[src/logic/lbrw_pkg.sv]
// Shared constants, pin layout, command codes and state type for the bank access block.
package lbrw_pkg;
  localparam int CA_W = 10;
  localparam int DQ_W = 8;
  localparam int BANKS = 8;
  localparam int BA_W = 3;
  localparam int ROW_W = 15;
  localparam int COL_W = 11;
  localparam int CNT_W = 8;
  localparam int BEAT_W = 5;
  localparam int MEM_AW = 4;
  localparam int MEM_DEPTH = 16;
  localparam int BUF_DEPTH = 2;
  localparam int ENTRY_W = BA_W + COL_W + DQ_W;

  // Bit positions inside the synchronised pin vector.
  localparam int P_CK = 0;
  localparam int P_CS = 1;
  localparam int P_CA = 2;
  localparam int P_DQ = 12;
  localparam int P_DQS = 20;
  localparam int P_BL = 21;
  localparam int P_RL = 23;
  localparam int P_WL = 27;
  localparam int PIN_W = 31;

  // Command bus field positions on the rising half of a command.
  localparam int CA_BA_LSB = 7;
  localparam int CA_COLR_LSB = 5;
  localparam int CA_ROWR_LSB = 2;
  localparam int CA_AB = 4;
  localparam int CA_RD = 2;
  localparam logic [1:0] CMD_ACT = 2'h2;
  localparam logic [1:0] CMD_CAS = 2'h1;
  localparam logic [3:0] CMD_PRE = 4'hB;

  // Burst length codes on the mode pins.
  localparam logic [1:0] BL_CODE_4 = 2'h0;
  localparam logic [1:0] BL_CODE_8 = 2'h1;
  localparam logic [BEAT_W-1:0] BEATS_4 = 5'h04;
  localparam logic [BEAT_W-1:0] BEATS_8 = 5'h08;
  localparam logic [BEAT_W-1:0] BEATS_16 = 5'h10;

  // Values after reset.
  localparam logic [CNT_W-1:0] CNT_RESET = 8'h00;
  localparam logic [DQ_W-1:0] DATA_RESET = 8'h00;
  localparam logic [BEAT_W-1:0] BEAT_RESET = 5'h00;
  localparam logic [COL_W-1:0] COL_RESET = 11'h000;
  localparam logic [ROW_W-1:0] ROW_RESET = 15'h0000;

  typedef enum logic [3:0] {
    LBRW_RD_IDLE = 4'b0001,
    LBRW_RD_WAIT = 4'b0010,
    LBRW_RD_PRE = 4'b0100,
    LBRW_RD_BURST = 4'b1000
  } lbrw_rd_state_t;

  function automatic logic [BEAT_W-1:0] lbrw_beats(input logic [1:0] code);
    logic [BEAT_W-1:0] n;
    n = BEATS_16;
    if (code == BL_CODE_4) begin
      n = BEATS_4;
    end else if (code == BL_CODE_8) begin
      n = BEATS_8;
    end
    return n;
  endfunction
endpackage

[src/logic/lbrw_stream_if.sv]
// Valid/ready carrier between the write capture logic and the two-entry buffer.
`timescale 1ns/1ps
interface lbrw_stream_if;
  logic in_valid;
  logic in_ready;
  logic [lbrw_pkg::ENTRY_W-1:0] in_data;
  logic out_valid;
  logic out_ready;
  logic [lbrw_pkg::ENTRY_W-1:0] out_data;
  modport core (output in_valid, output in_data, output out_ready,
                input in_ready, input out_valid, input out_data);
  modport fifo (input in_valid, input in_data, input out_ready,
                output in_ready, output out_valid, output out_data);
endinterface

[src/logic/lbrw_device.sv]
// Memory-side command decode, bank state, read burst drive and write burst capture.
// Operation
// [RQ1] ACTIVATE decoded; bank and row opened
// [RQ2] Column access only after activation delay
// [RQ3] Open bank precharged before reactivation
// [RQ4] Activations spaced by row and bank gaps
// [RQ5] At most four activations per window
// [RQ6] Precharge-all uses the longer precharge time
// [RQ7] Column command: bit two picks read/write
// [RQ8] Interrupts only on four-bit boundaries
// [RQ9] Column from rising and falling halves
// [RQ10] Read data starts read_latency clocks later
// [RQ11] Strobe preamble, data edge-aligned with strobe
// [RQ12] Read-to-write turnaround spacing by controller
// [RQ13] Gapless reads at burst_length/2 spacing
// [RQ14] Reads interrupted only by read or stop
// [RQ15] Controller drives write data after write_latency
// [RQ16] Write beats sampled until burst complete
// [RQ17] Write recovery before precharge same bank
// [RQ18] Write-to-read turnaround spacing by controller
// [RQ19] Gapless writes at burst_length/2 spacing
// [RQ20] Writes interrupted only by write or stop
// [RQ21] Controller tracks rows, timers, activation history
`timescale 1ns/1ps
module lbrw_device (
  input wire logic core_clk,
  input wire logic resetn,
  input wire logic ck,
  input wire logic cs_n,
  input wire logic [lbrw_pkg::CA_W-1:0] cmd_addr_bus,
  input wire logic [lbrw_pkg::DQ_W-1:0] dq_in,
  input wire logic dqs_in,
  input wire logic [1:0] mode_burst_length,
  input wire logic [3:0] mode_read_latency,
  input wire logic [3:0] mode_write_latency,
  input wire logic store_ready,
  output logic [lbrw_pkg::DQ_W-1:0] dq_out,
  output logic dq_oe,
  output logic dqs_out,
  output logic dqs_oe,
  output logic store_valid,
  output logic [lbrw_pkg::ENTRY_W-1:0] store_data,
  output logic [lbrw_pkg::BANKS-1:0] bank_open,
  output logic [lbrw_pkg::ROW_W-1:0] act_row,
  output logic cmd_err,
  output logic overflow
);
  logic [lbrw_pkg::PIN_W-1:0] sync1, sync2;
  logic ck_d, dqs_d;
  always_ff @(posedge core_clk) begin
    if (!resetn) begin
      sync1 <= '0;
      sync2 <= '0;
      ck_d <= 1'b0;
      dqs_d <= 1'b0;
    end else begin
      sync1 <= {mode_write_latency, mode_read_latency, mode_burst_length, dqs_in, dq_in,
                cmd_addr_bus, cs_n, ck};
      sync2 <= sync1;
      ck_d <= sync2[lbrw_pkg::P_CK];
      dqs_d <= sync2[lbrw_pkg::P_DQS];
    end
  end

  logic ck_rise, ck_fall, dqs_rise, dqs_fall;
  logic [lbrw_pkg::CA_W-1:0] ca;
  logic [lbrw_pkg::BEAT_W-1:0] cfg_len;
  logic [lbrw_pkg::CNT_W-1:0] ck_count, now_cnt;
  assign ck_rise = sync2[lbrw_pkg::P_CK] && !ck_d;
  assign ck_fall = !sync2[lbrw_pkg::P_CK] && ck_d;
  assign dqs_rise = sync2[lbrw_pkg::P_DQS] && !dqs_d;
  assign dqs_fall = !sync2[lbrw_pkg::P_DQS] && dqs_d;
  assign ca = sync2[lbrw_pkg::P_CA +: lbrw_pkg::CA_W];
  assign cfg_len = lbrw_pkg::lbrw_beats(sync2[lbrw_pkg::P_BL +: 2]);
  assign now_cnt = ck_rise ? lbrw_pkg::CNT_W'(ck_count + 1) : ck_count;

  // A command is latched on the clock's rising edge and executed on the following falling
  // edge, where its second address half is available.
  logic cmd_pend;
  logic [lbrw_pkg::CA_W-1:0] cmd_ca;
  logic [lbrw_pkg::CNT_W-1:0] cmd_time;
  logic exec, exec_act, exec_cas, exec_rd, exec_wr, exec_pre;
  logic [lbrw_pkg::BA_W-1:0] exec_ba;
  logic [lbrw_pkg::COL_W-1:0] exec_col;
  assign exec = cmd_pend && ck_fall;
  assign exec_act = exec && cmd_ca[1:0] == lbrw_pkg::CMD_ACT; // RQ1
  assign exec_cas = exec && cmd_ca[1:0] == lbrw_pkg::CMD_CAS; // RQ7
  assign exec_rd = exec_cas && cmd_ca[lbrw_pkg::CA_RD]; // RQ7
  assign exec_wr = exec_cas && !cmd_ca[lbrw_pkg::CA_RD]; // RQ7
  assign exec_pre = exec && cmd_ca[3:0] == lbrw_pkg::CMD_PRE;
  assign exec_ba = cmd_ca[lbrw_pkg::CA_BA_LSB +: lbrw_pkg::BA_W]; // RQ1
  assign exec_col = {ca[9:1], cmd_ca[lbrw_pkg::CA_COLR_LSB +: 2]}; // RQ9

  logic [lbrw_pkg::DQ_W-1:0] mem [lbrw_pkg::MEM_DEPTH];
  logic [lbrw_pkg::DQ_W-1:0] next_mem [lbrw_pkg::MEM_DEPTH];
  logic next_cmd_pend, next_cmd_err;
  logic [lbrw_pkg::CA_W-1:0] next_cmd_ca;
  logic [lbrw_pkg::CNT_W-1:0] next_cmd_time;
  logic [lbrw_pkg::BANKS-1:0] next_bank_open;
  logic [lbrw_pkg::ROW_W-1:0] next_act_row;
  lbrw_stream_if buf_if ();
  lbrw_pair_buf u_buf (.core_clk(core_clk), .resetn(resetn), .port(buf_if.fifo));
  assign buf_if.out_ready = store_ready;
  assign store_valid = buf_if.out_valid;
  assign store_data = buf_if.out_data;

  always_comb begin
    next_cmd_pend = cmd_pend;
    next_cmd_ca = cmd_ca;
    next_cmd_time = cmd_time;
    next_bank_open = bank_open;
    next_act_row = act_row;
    next_cmd_err = 1'b0;
    next_mem = mem;
    if (ck_rise) begin
      next_cmd_pend = !sync2[lbrw_pkg::P_CS];
      next_cmd_ca = ca;
      next_cmd_time = now_cnt;
    end else if (ck_fall) begin
      next_cmd_pend = 1'b0;
    end
    if (exec_act) begin
      next_cmd_err = bank_open[exec_ba];
      next_bank_open[exec_ba] = 1'b1; // RQ1
      next_act_row = {ca, cmd_ca[lbrw_pkg::CA_ROWR_LSB +: 5]}; // RQ1
    end
    if (exec_cas) begin
      next_cmd_err = !bank_open[exec_ba];
    end
    if (exec_pre) begin
      if (cmd_ca[lbrw_pkg::CA_AB]) begin
        next_bank_open = '0;
      end else begin
        next_bank_open[exec_ba] = 1'b0;
      end
    end
    // Only drained beats reach the array; while the store side stalls, beats arriving with both entries full are dropped and flagged on overflow.
    if (buf_if.out_valid && store_ready) begin
      next_mem[buf_if.out_data[lbrw_pkg::DQ_W +: lbrw_pkg::MEM_AW]] =
        buf_if.out_data[lbrw_pkg::DQ_W-1:0];
    end
  end

  always_ff @(posedge core_clk) begin
    if (!resetn) begin
      cmd_pend <= 1'b0;
      cmd_ca <= '0;
      cmd_time <= lbrw_pkg::CNT_RESET;
      ck_count <= lbrw_pkg::CNT_RESET;
      bank_open <= '0;
      act_row <= lbrw_pkg::ROW_RESET;
      cmd_err <= 1'b0;
      for (int i = 0; i < lbrw_pkg::MEM_DEPTH; i++) begin
        mem[i] <= lbrw_pkg::DATA_RESET;
      end
    end else begin
      cmd_pend <= next_cmd_pend;
      cmd_ca <= next_cmd_ca;
      cmd_time <= next_cmd_time;
      ck_count <= now_cnt;
      bank_open <= next_bank_open;
      act_row <= next_act_row;
      cmd_err <= next_cmd_err;
      mem <= next_mem;
    end
  end

  // Read burst engine with one queued burst for seamless or interrupting reads.
  lbrw_pkg::lbrw_rd_state_t rd_state, next_rd_state;
  logic [lbrw_pkg::CNT_W-1:0] rd_start, rd_nstart, next_rd_start, next_rd_nstart, rd_lat;
  logic [lbrw_pkg::COL_W-1:0] rd_col, rd_ncol, next_rd_col, next_rd_ncol;
  logic [lbrw_pkg::BEAT_W-1:0] rd_len, rd_nlen, rd_beat, next_rd_len, next_rd_nlen, next_rd_beat;
  logic rd_nv, next_rd_nv, next_dq_oe, next_dqs_out, next_dqs_oe;
  logic [lbrw_pkg::DQ_W-1:0] next_dq_out;
  assign rd_lat = lbrw_pkg::CNT_W'(sync2[lbrw_pkg::P_RL +: 4]);

  always_comb begin
    next_rd_state = rd_state;
    next_rd_start = rd_start;
    next_rd_col = rd_col;
    next_rd_len = rd_len;
    next_rd_beat = rd_beat;
    next_rd_nv = rd_nv;
    next_rd_nstart = rd_nstart;
    next_rd_ncol = rd_ncol;
    next_rd_nlen = rd_nlen;
    next_dq_out = dq_out;
    next_dq_oe = dq_oe;
    next_dqs_out = dqs_out;
    next_dqs_oe = dqs_oe;
    unique case (rd_state)
      lbrw_pkg::LBRW_RD_IDLE: begin
        next_dqs_oe = 1'b0;
      end
      lbrw_pkg::LBRW_RD_WAIT: begin
        if (ck_rise && now_cnt == lbrw_pkg::CNT_W'(rd_start - 1)) begin
          next_rd_state = lbrw_pkg::LBRW_RD_PRE; // RQ11
          next_dqs_oe = 1'b1;
          next_dq_oe = 1'b1;
          next_dqs_out = 1'b0;
        end
      end
      lbrw_pkg::LBRW_RD_PRE: begin
        if (ck_rise) begin
          next_rd_state = lbrw_pkg::LBRW_RD_BURST; // RQ10
          next_dqs_out = 1'b1; // RQ11
          next_dq_out = mem[rd_col[lbrw_pkg::MEM_AW-1:0]];
          next_rd_beat = 5'h01;
        end
      end
      lbrw_pkg::LBRW_RD_BURST: begin
        if (ck_rise && rd_nv && now_cnt == rd_nstart) begin
          next_rd_col = rd_ncol; // RQ13
          next_rd_len = rd_nlen;
          next_rd_nv = 1'b0;
          next_dqs_out = 1'b1;
          next_dq_out = mem[rd_ncol[lbrw_pkg::MEM_AW-1:0]];
          next_rd_beat = 5'h01;
        end else if (ck_rise || ck_fall) begin
          if (rd_beat == rd_len) begin
            next_rd_state = lbrw_pkg::LBRW_RD_IDLE;
            next_dqs_oe = 1'b0;
            next_dq_oe = 1'b0;
            next_dqs_out = 1'b0;
            if (rd_nv) begin
              next_rd_state = lbrw_pkg::LBRW_RD_WAIT;
              next_rd_start = rd_nstart;
              next_rd_col = rd_ncol;
              next_rd_len = rd_nlen;
              next_rd_nv = 1'b0;
              if (ck_rise && now_cnt == lbrw_pkg::CNT_W'(rd_nstart - 1)) begin
                next_rd_state = lbrw_pkg::LBRW_RD_PRE;
                next_dqs_oe = 1'b1;
                next_dq_oe = 1'b1;
              end
            end
          end else begin
            next_dqs_out = ck_rise; // RQ11
            next_dq_out = mem[lbrw_pkg::MEM_AW'(rd_col + lbrw_pkg::COL_W'(rd_beat))];
            next_rd_beat = rd_beat + 5'h01;
          end
        end
      end
      default: begin
        next_rd_state = lbrw_pkg::LBRW_RD_IDLE;
      end
    endcase
    if (exec_rd) begin
      if (rd_state == lbrw_pkg::LBRW_RD_IDLE) begin
        next_rd_state = lbrw_pkg::LBRW_RD_WAIT;
        next_rd_start = lbrw_pkg::CNT_W'(cmd_time + rd_lat); // RQ10
        next_rd_col = exec_col;
        next_rd_len = cfg_len;
      end else begin
        next_rd_nv = 1'b1;
        next_rd_nstart = lbrw_pkg::CNT_W'(cmd_time + rd_lat);
        next_rd_ncol = exec_col;
        next_rd_nlen = cfg_len;
      end
    end
  end

  always_ff @(posedge core_clk) begin
    if (!resetn) begin
      rd_state <= lbrw_pkg::LBRW_RD_IDLE;
      rd_start <= lbrw_pkg::CNT_RESET;
      rd_col <= lbrw_pkg::COL_RESET;
      rd_len <= lbrw_pkg::BEAT_RESET;
      rd_beat <= lbrw_pkg::BEAT_RESET;
      rd_nv <= 1'b0;
      rd_nstart <= lbrw_pkg::CNT_RESET;
      rd_ncol <= lbrw_pkg::COL_RESET;
      rd_nlen <= lbrw_pkg::BEAT_RESET;
      dq_out <= lbrw_pkg::DATA_RESET;
      dq_oe <= 1'b0;
      dqs_out <= 1'b0;
      dqs_oe <= 1'b0;
    end else begin
      rd_state <= next_rd_state;
      rd_start <= next_rd_start;
      rd_col <= next_rd_col;
      rd_len <= next_rd_len;
      rd_beat <= next_rd_beat;
      rd_nv <= next_rd_nv;
      rd_nstart <= next_rd_nstart;
      rd_ncol <= next_rd_ncol;
      rd_nlen <= next_rd_nlen;
      dq_out <= next_dq_out;
      dq_oe <= next_dq_oe;
      dqs_out <= next_dqs_out;
      dqs_oe <= next_dqs_oe;
    end
  end

  // Write capture: from the first rising strobe edge of an open burst on, each strobe edge yields one beat toward the buffer.
  logic wr_act, wr_seen, wr_nv, push_valid;
  logic next_wr_act, next_wr_seen, next_wr_nv, next_push_valid, next_overflow;
  logic [lbrw_pkg::BA_W-1:0] wr_bank, wr_nbank, next_wr_bank, next_wr_nbank;
  logic [lbrw_pkg::COL_W-1:0] wr_col, wr_ncol, next_wr_col, next_wr_ncol;
  logic [lbrw_pkg::BEAT_W-1:0] wr_len, wr_nlen, wr_beat, next_wr_len, next_wr_nlen, next_wr_beat;
  logic [lbrw_pkg::CNT_W-1:0] wr_nstart, next_wr_nstart;
  logic [lbrw_pkg::ENTRY_W-1:0] push_data, next_push_data;
  logic [lbrw_pkg::DQ_W-1:0] wdat;
  assign wdat = sync2[lbrw_pkg::P_DQ +: lbrw_pkg::DQ_W];
  assign buf_if.in_valid = push_valid;
  assign buf_if.in_data = push_data;

  always_comb begin
    next_wr_act = wr_act;
    next_wr_seen = wr_seen;
    next_wr_nv = wr_nv;
    next_wr_bank = wr_bank;
    next_wr_nbank = wr_nbank;
    next_wr_col = wr_col;
    next_wr_ncol = wr_ncol;
    next_wr_len = wr_len;
    next_wr_nlen = wr_nlen;
    next_wr_beat = wr_beat;
    next_wr_nstart = wr_nstart;
    next_push_valid = 1'b0;
    next_push_data = push_data;
    next_overflow = push_valid && !buf_if.in_ready;
    if (wr_act && (dqs_rise || (dqs_fall && wr_seen))) begin
      next_push_valid = 1'b1;
      next_wr_seen = 1'b1;
      if (dqs_rise && wr_nv && now_cnt == wr_nstart) begin
        next_wr_col = wr_ncol; // RQ19
        next_wr_bank = wr_nbank;
        next_wr_len = wr_nlen;
        next_wr_nv = 1'b0;
        next_wr_beat = 5'h01;
        next_push_data = {wr_nbank, wr_ncol, wdat};
      end else begin
        next_push_data = {wr_bank, lbrw_pkg::COL_W'(wr_col + lbrw_pkg::COL_W'(wr_beat)), wdat};
        next_wr_beat = wr_beat + 5'h01; // RQ16
        if (wr_beat + 5'h01 == wr_len) begin
          next_wr_act = wr_nv; // RQ16
          next_wr_seen = 1'b0;
          next_wr_beat = lbrw_pkg::BEAT_RESET;
          next_wr_col = wr_ncol;
          next_wr_bank = wr_nbank;
          next_wr_len = wr_nlen;
          next_wr_nv = 1'b0;
        end
      end
    end
    if (exec_wr) begin
      if (!next_wr_act) begin
        next_wr_act = 1'b1;
        next_wr_seen = 1'b0;
        next_wr_beat = lbrw_pkg::BEAT_RESET;
        next_wr_col = exec_col; // RQ9
        next_wr_bank = exec_ba;
        next_wr_len = cfg_len;
      end else begin
        next_wr_nv = 1'b1;
        next_wr_ncol = exec_col;
        next_wr_nbank = exec_ba;
        next_wr_nlen = cfg_len;
        next_wr_nstart = lbrw_pkg::CNT_W'(cmd_time + lbrw_pkg::CNT_W'(sync2[lbrw_pkg::P_WL +: 4]));
      end
    end
  end

  always_ff @(posedge core_clk) begin
    if (!resetn) begin
      wr_act <= 1'b0;
      wr_seen <= 1'b0;
      wr_nv <= 1'b0;
      wr_bank <= '0;
      wr_nbank <= '0;
      wr_col <= lbrw_pkg::COL_RESET;
      wr_ncol <= lbrw_pkg::COL_RESET;
      wr_len <= lbrw_pkg::BEAT_RESET;
      wr_nlen <= lbrw_pkg::BEAT_RESET;
      wr_beat <= lbrw_pkg::BEAT_RESET;
      wr_nstart <= lbrw_pkg::CNT_RESET;
      push_valid <= 1'b0;
      push_data <= '0;
      overflow <= 1'b0;
    end else begin
      wr_act <= next_wr_act;
      wr_seen <= next_wr_seen;
      wr_nv <= next_wr_nv;
      wr_bank <= next_wr_bank;
      wr_nbank <= next_wr_nbank;
      wr_col <= next_wr_col;
      wr_ncol <= next_wr_ncol;
      wr_len <= next_wr_len;
      wr_nlen <= next_wr_nlen;
      wr_beat <= next_wr_beat;
      wr_nstart <= next_wr_nstart;
      push_valid <= next_push_valid;
      push_data <= next_push_data;
      overflow <= next_overflow;
    end
  end
endmodule

[src/logic/lbrw_pair_buf.sv]
// Two-entry buffer holding captured write beats until the store side takes them.
`timescale 1ns/1ps
module lbrw_pair_buf (
  input wire logic core_clk,
  input wire logic resetn,
  lbrw_stream_if.fifo port
);
  logic [lbrw_pkg::ENTRY_W-1:0] slot [lbrw_pkg::BUF_DEPTH];
  logic [lbrw_pkg::ENTRY_W-1:0] next_slot [lbrw_pkg::BUF_DEPTH];
  logic wr_ptr;
  logic rd_ptr;
  logic [1:0] fill;
  logic next_wr_ptr;
  logic next_rd_ptr;
  logic [1:0] next_fill;
  logic push;
  logic pop;

  assign port.in_ready = (fill != 2'(lbrw_pkg::BUF_DEPTH));
  assign port.out_valid = (fill != 2'h0);
  assign port.out_data = slot[rd_ptr];
  assign push = port.in_valid && port.in_ready;
  assign pop = port.out_valid && port.out_ready;

  always_comb begin
    next_slot = slot;
    next_wr_ptr = wr_ptr;
    next_rd_ptr = rd_ptr;
    next_fill = fill;
    if (push) begin
      next_slot[wr_ptr] = port.in_data;
      next_wr_ptr = ~wr_ptr;
    end
    if (pop) begin
      next_rd_ptr = ~rd_ptr;
    end
    if (push && !pop) begin
      next_fill = fill + 2'h1;
    end else if (pop && !push) begin
      next_fill = fill - 2'h1;
    end
  end

  always_ff @(posedge core_clk) begin
    if (!resetn) begin
      for (int i = 0; i < lbrw_pkg::BUF_DEPTH; i++) begin
        slot[i] <= '0;
      end
      wr_ptr <= 1'b0;
      rd_ptr <= 1'b0;
      fill <= 2'h0;
    end else begin
      slot <= next_slot;
      wr_ptr <= next_wr_ptr;
      rd_ptr <= next_rd_ptr;
      fill <= next_fill;
    end
  end
endmodule

[config.mk]
export PLATFORM = sky130hd
export DESIGN_NAME = lbrw_device
export DESIGN_NICKNAME = d
export VERILOG_FILES = /design/src/logic/lbrw_pkg.sv /design/src/logic/lbrw_stream_if.sv /design/src/logic/lbrw_device.sv /design/src/logic/lbrw_pair_buf.sv
export SDC_FILE = /design/constraint.sdc
export NUM_CORES = 1
export LEC_CHECK = 0
export BUFFER_PORTS_ARGS = -buffer_cell sky130_fd_sc_hd__buf_2
export CAP_MARGIN = 20
export CORE_ASPECT_RATIO = 0.5
export CORE_MARGIN = 2
export CORE_UTILIZATION = 35
export DETAILED_ROUTE_END_ITERATION = 8
export PLACE_DENSITY = 0.52
export SLEW_MARGIN = 20
export SYNTH_ARGS = -nofsm -noshare
export SYNTH_HDL_FRONTEND = slang
export SYNTH_HIERARCHICAL = 1
export SYNTH_SLANG_ARGS = --single-unit
[constraint.sdc]
create_clock -name core_clk -period 3.59 [get_ports core_clk]
set_input_delay 0.359 -clock core_clk [delete_from_list [all_inputs] [get_ports core_clk]]
set_output_delay 0.359 -clock core_clk [all_outputs]
set_load 0.02 [all_outputs]
==> impl_results.md <==
* Maximum vdd drop at 339 uV
* Routability Congestion at 0.824
* Cell area after layout at 23600 sq um
* Crit start category: register
* Number of buffers created by CTS at 43
* Worst Tran Pin Value at 0.935 ns
* Max clock buf depth at 3
* Slew headroom at 37.6%
* Htree depth at 2
* Worst-Skew Late Latency at 0.56 ns
* Met3 routed WL at 2.81 mm
* Via count at 15300
* Critical path capture point type: register
* DIE AREA at 61200 sq um
* Crit-path cells: ha_1, nand4_4, xor2_1, xnor2_1, nor4b_1, nand4_1, a211oi_2, buf_4, a22oi_1, o21ai_0
* Die Y at 176 um
* Combinational Power Share at 2.7%
* Critical Path Max Stage Delay at 0.60 ns
* CTS root buf: clkbuf_16
* Clock network fraction of total power at 48.5%
* Vias per Instance at 5.25
* Initial Util at 35.7%
* Hold EP: sync1[25]$_SDFF_PN0_
* I/O pin total at 93
* Internal power consumption at 7.57 mW
* Max layer used: met4
* Tot GR Track Use at 18.7%
* Starting DRT DRC Count at 1061
* RSZ-0062 raised after global routing: no
* Crit path time final at 3.06 ns
* Vias in the first global route at 14900
* Met1 wire length at 28.0 mm
* Setup slack, reg-to-reg at 0.53 ns
* Worst EP arrival at 3.54 ns
* DRC at 0
* DP Area at 21900 sq um
* CTS sink cnt at 420
* Die Span X at 348 um
* Psw at 2.14 mW
* Grt total ovfl at 0
* Leak at 8.94 nW
* Worst-path fanout max at 9
* Placeable Area at 57900 sq um
* Core Rows at 62
* PostCTS Resize Cnt at 0
* Ys Warns at 6
* Avg Inst Size Synth at 10.0 sq um
* Clock-pin slew of the registers on the worst-case setup and hold paths at 0.07 ns
* Layout cells sized above 1 at 18.5%
* Worst hold stages at 2
* TritonCTS clock tree: built
* Yosys cell types at 86
* Fin. max-slew vios at 0
* Final setup TNS at 0 ns
* HP Class: in2reg
* Max Cap Violations at 0
* Switching share of total power at 22.1%
* Predominant post-synthesis flop cell: dfxtp_1
* Final Hold Fails at 0
* Initial antenna violation count at 1
* Total wire length at 57.1 mm
* Inserted Diodes at 0
* Worst Skew at 0.0167 ns
* Seq/Total Area, Yosys at 40.6%
* Register share of total power at 48.8%
* CP max stage cell: a211oi_2
* Max frequency at 327 MHz
* Crit path required time at 4.07 ns
* Buffers on Ports at 92
* R2R cell count at 10
* Synth Net Count at 2122
* Netlist Area Pre-Place at 20700 sq um
* DR WL met2 at 24.9 mm
* Routed Antenna Nets at 0
* Largest net degree at the start of global routing at 139
* Final nets at 2181
* R2R Path End: wr_col[2]$_SDFF_PN0_
* Power density cells at 412 nW/um^2
* Synthesized flop and latch total at 420
* Outcome: finished clean
* Post-DP HPWL at 37.1 mm
* First-pass GRT wire length at 89.7 mm
* Setup CP Type: reg2reg
* Post-synth ARST share at 0%
* Worst r2r src: ck_count[1]$_SDFF_PN0_
* First drt pass iteration count at 5
* EDFF count, synth at 0
* Min-delay src: mode_read_latency[2]
* Mapped Cells at 2060
* Area Growth Syn to Fin at 14.0%
* Period utilization at 85.3%
* Final setup fails at 0
* Routed len/inst at 19.6 um
## cell families (layout without fill, tap and decap cells)
| logic type | Yosys count | count (layout) | share of synthesized area [%] |
|---|---|---|---|
| flops | 420 | 420 | 40.6 |
| buf+inv | 187 | 279 | 3.81 |
| fa+ha+maj | 28 | 28 | 1.84 |
| mux | 363 | 363 | 24.5 |
| compound gates | 301 | 301 | 8.93 |
| xor+xnor | 89 | 89 | 4.03 |
| simple gates | 672 | 672 | 16.2 |
## cells in the mapped netlist (all sizes together), types with 38 or more instances
| master | number | area share (%) |
|---|---|---|
| dfxtp | 420 | 41 |
| nand2 | 235 | 4.3 |
| mux2i | 221 | 11 |
| nor2 | 155 | 2.9 |
| clkbuf | 113 | 2.1 |
| mux4 | 112 | 12 |
| a21oi | 111 | 2.7 |
| o21ai | 77 | 1.9 |
| nor2b | 76 | 2.3 |
| and2 | 72 | 2.2 |
| xnor2 | 52 | 2.3 |
| inv | 38 | 0.69 |
## worst max path at each step
stage | end | slack, ns | startpoint | cells after the start
2_1_floorplan | dq_out[6]$_SDFFE_PN0P_ | 0.11 | rd_col[1]$_SDFF_PN0_ | 13
3_3_place_gp | wr_col[2]$_SDFF_PN0_ | 0.59 | ck_count[1]$_SDFF_PN0_ | 10
3_5_place_dp | wr_col[3]$_SDFF_PN0_ | 0.48 | ck_count[1]$_SDFF_PN0_ | 10
4_1_cts | wr_col[2]$_SDFF_PN0_ | 0.47 | ck_count[1]$_SDFF_PN0_ | 10
5_1_grt | wr_col[2]$_SDFF_PN0_ | 0.26 | ck_count[1]$_SDFF_PN0_ | 10
6_report | wr_col[2]$_SDFF_PN0_ | 0.53 | ck_count[1]$_SDFF_PN0_ | 10
## final cells by class
| class | count | area (sq um) |
|---|---|---|
| inverter | 38 | 145 |
| timing repair buffer | 163 | 1080 |
| sequential | 420 | 8410 |
| fill | 5684 | 34300 |
| clock inverter | 16 | 211 |
| tap | 768 | 961 |
| clock buffer | 62 | 1270 |
| multi-input combinational | 1453 | 11500 |
## worst max-delay path, delay by kind of cell, from the launching register on
kind,cells,cell delay [ns]
flip-flops,1,0.44
AO/OA/AOI/OAI,3,0.77
XOR/XNOR,2,0.43
buffers and inverters,1,0.28
adder cells (fa/ha/maj),1,0.34
AND/OR/NAND/NOR,3,0.72
## power by group through the flow
| stage | clock network, mW | logic (mW) | registers (mW) |
|---|---|---|---|
| final | 4.71 | 0.263 | 4.74 |
| after global placement | 0 | 0.250 | 4.84 |
| after detailed placement | 0 | 0.250 | 4.84 |
| after floorplan | 0 | 0.176 | 4.82 |
| after CTS | 4.85 | 0.267 | 4.74 |
| after global routing | 5.05 | 0.290 | 4.74 |
## layer usage
metal / track usage (%) / vias up
li1: - / 7386
met1: 26.9 / 7562
met2: 28.9 / 320
met3: 3.08 / 75
met4: 5.03 / 0
met5: 0 / -
## stage by stage
step | std cells | utilization, % | power, mW | worst slack (ns) | hold slack, ns
finish | 2920 | 40.8 | 9.71 | 0.529 | 0.0253
global route | 2920 | 40.8 | 10.1 | 0.262 | 0.0140
CTS | 2920 | 40.8 | 9.85 | 0.469 | 0.000455
detailed placement | 2823 | 37.9 | 5.09 | 0.485 | 0.419
global placement | 2823 | 37.9 | 5.09 | 0.586 | 0.414
floorplan | 2060 | - | 5.00 | 0.108 | 0.412
## cells in the final DEF (no fill, tap or decap), types with 34 or more instances in the layout
cell,synthesis,final
dfxtp_1,420,418
nand2_1,235,235
mux2i_1,221,221
nor2_1,153,152
mux4_2,112,112
a21oi_1,109,109
buf_2,12,91
nor2b_1,76,76
o21ai_0,76,76
and2_1,70,70
xnor2_1,51,50
buf_4,2,49
clkbuf_16,0,44
inv_1,38,37
xor2_1,34,34
## sequential cells by signal, indices dropped and copies added, names as in the netlist, 8 cells and up
register / flops
act_row: 15
bank_open: 8
buf_if.in_data: 22
ck_count: 8
cmd_ca: 10
cmd_time: 8
dq_out: 8
mem: 128
rd_nstart: 8
rd_start: 8
sync1: 31
sync2: 31
u_buf/slot: 44
wr_col: 11
wr_ncol: 11
wr_nstart: 8
## what timing repair did
| action | in CTS | in global routing |
|---|---|---|
| endpoints found under the hold margin | 19 | 0 |
| hold buffers | 19 | 0 |
| setup buffers | 0 | 0 |
| endpoints found under the setup margin | 0 | 0 |
No activity file was read; power rests on OpenSTA's default activity.
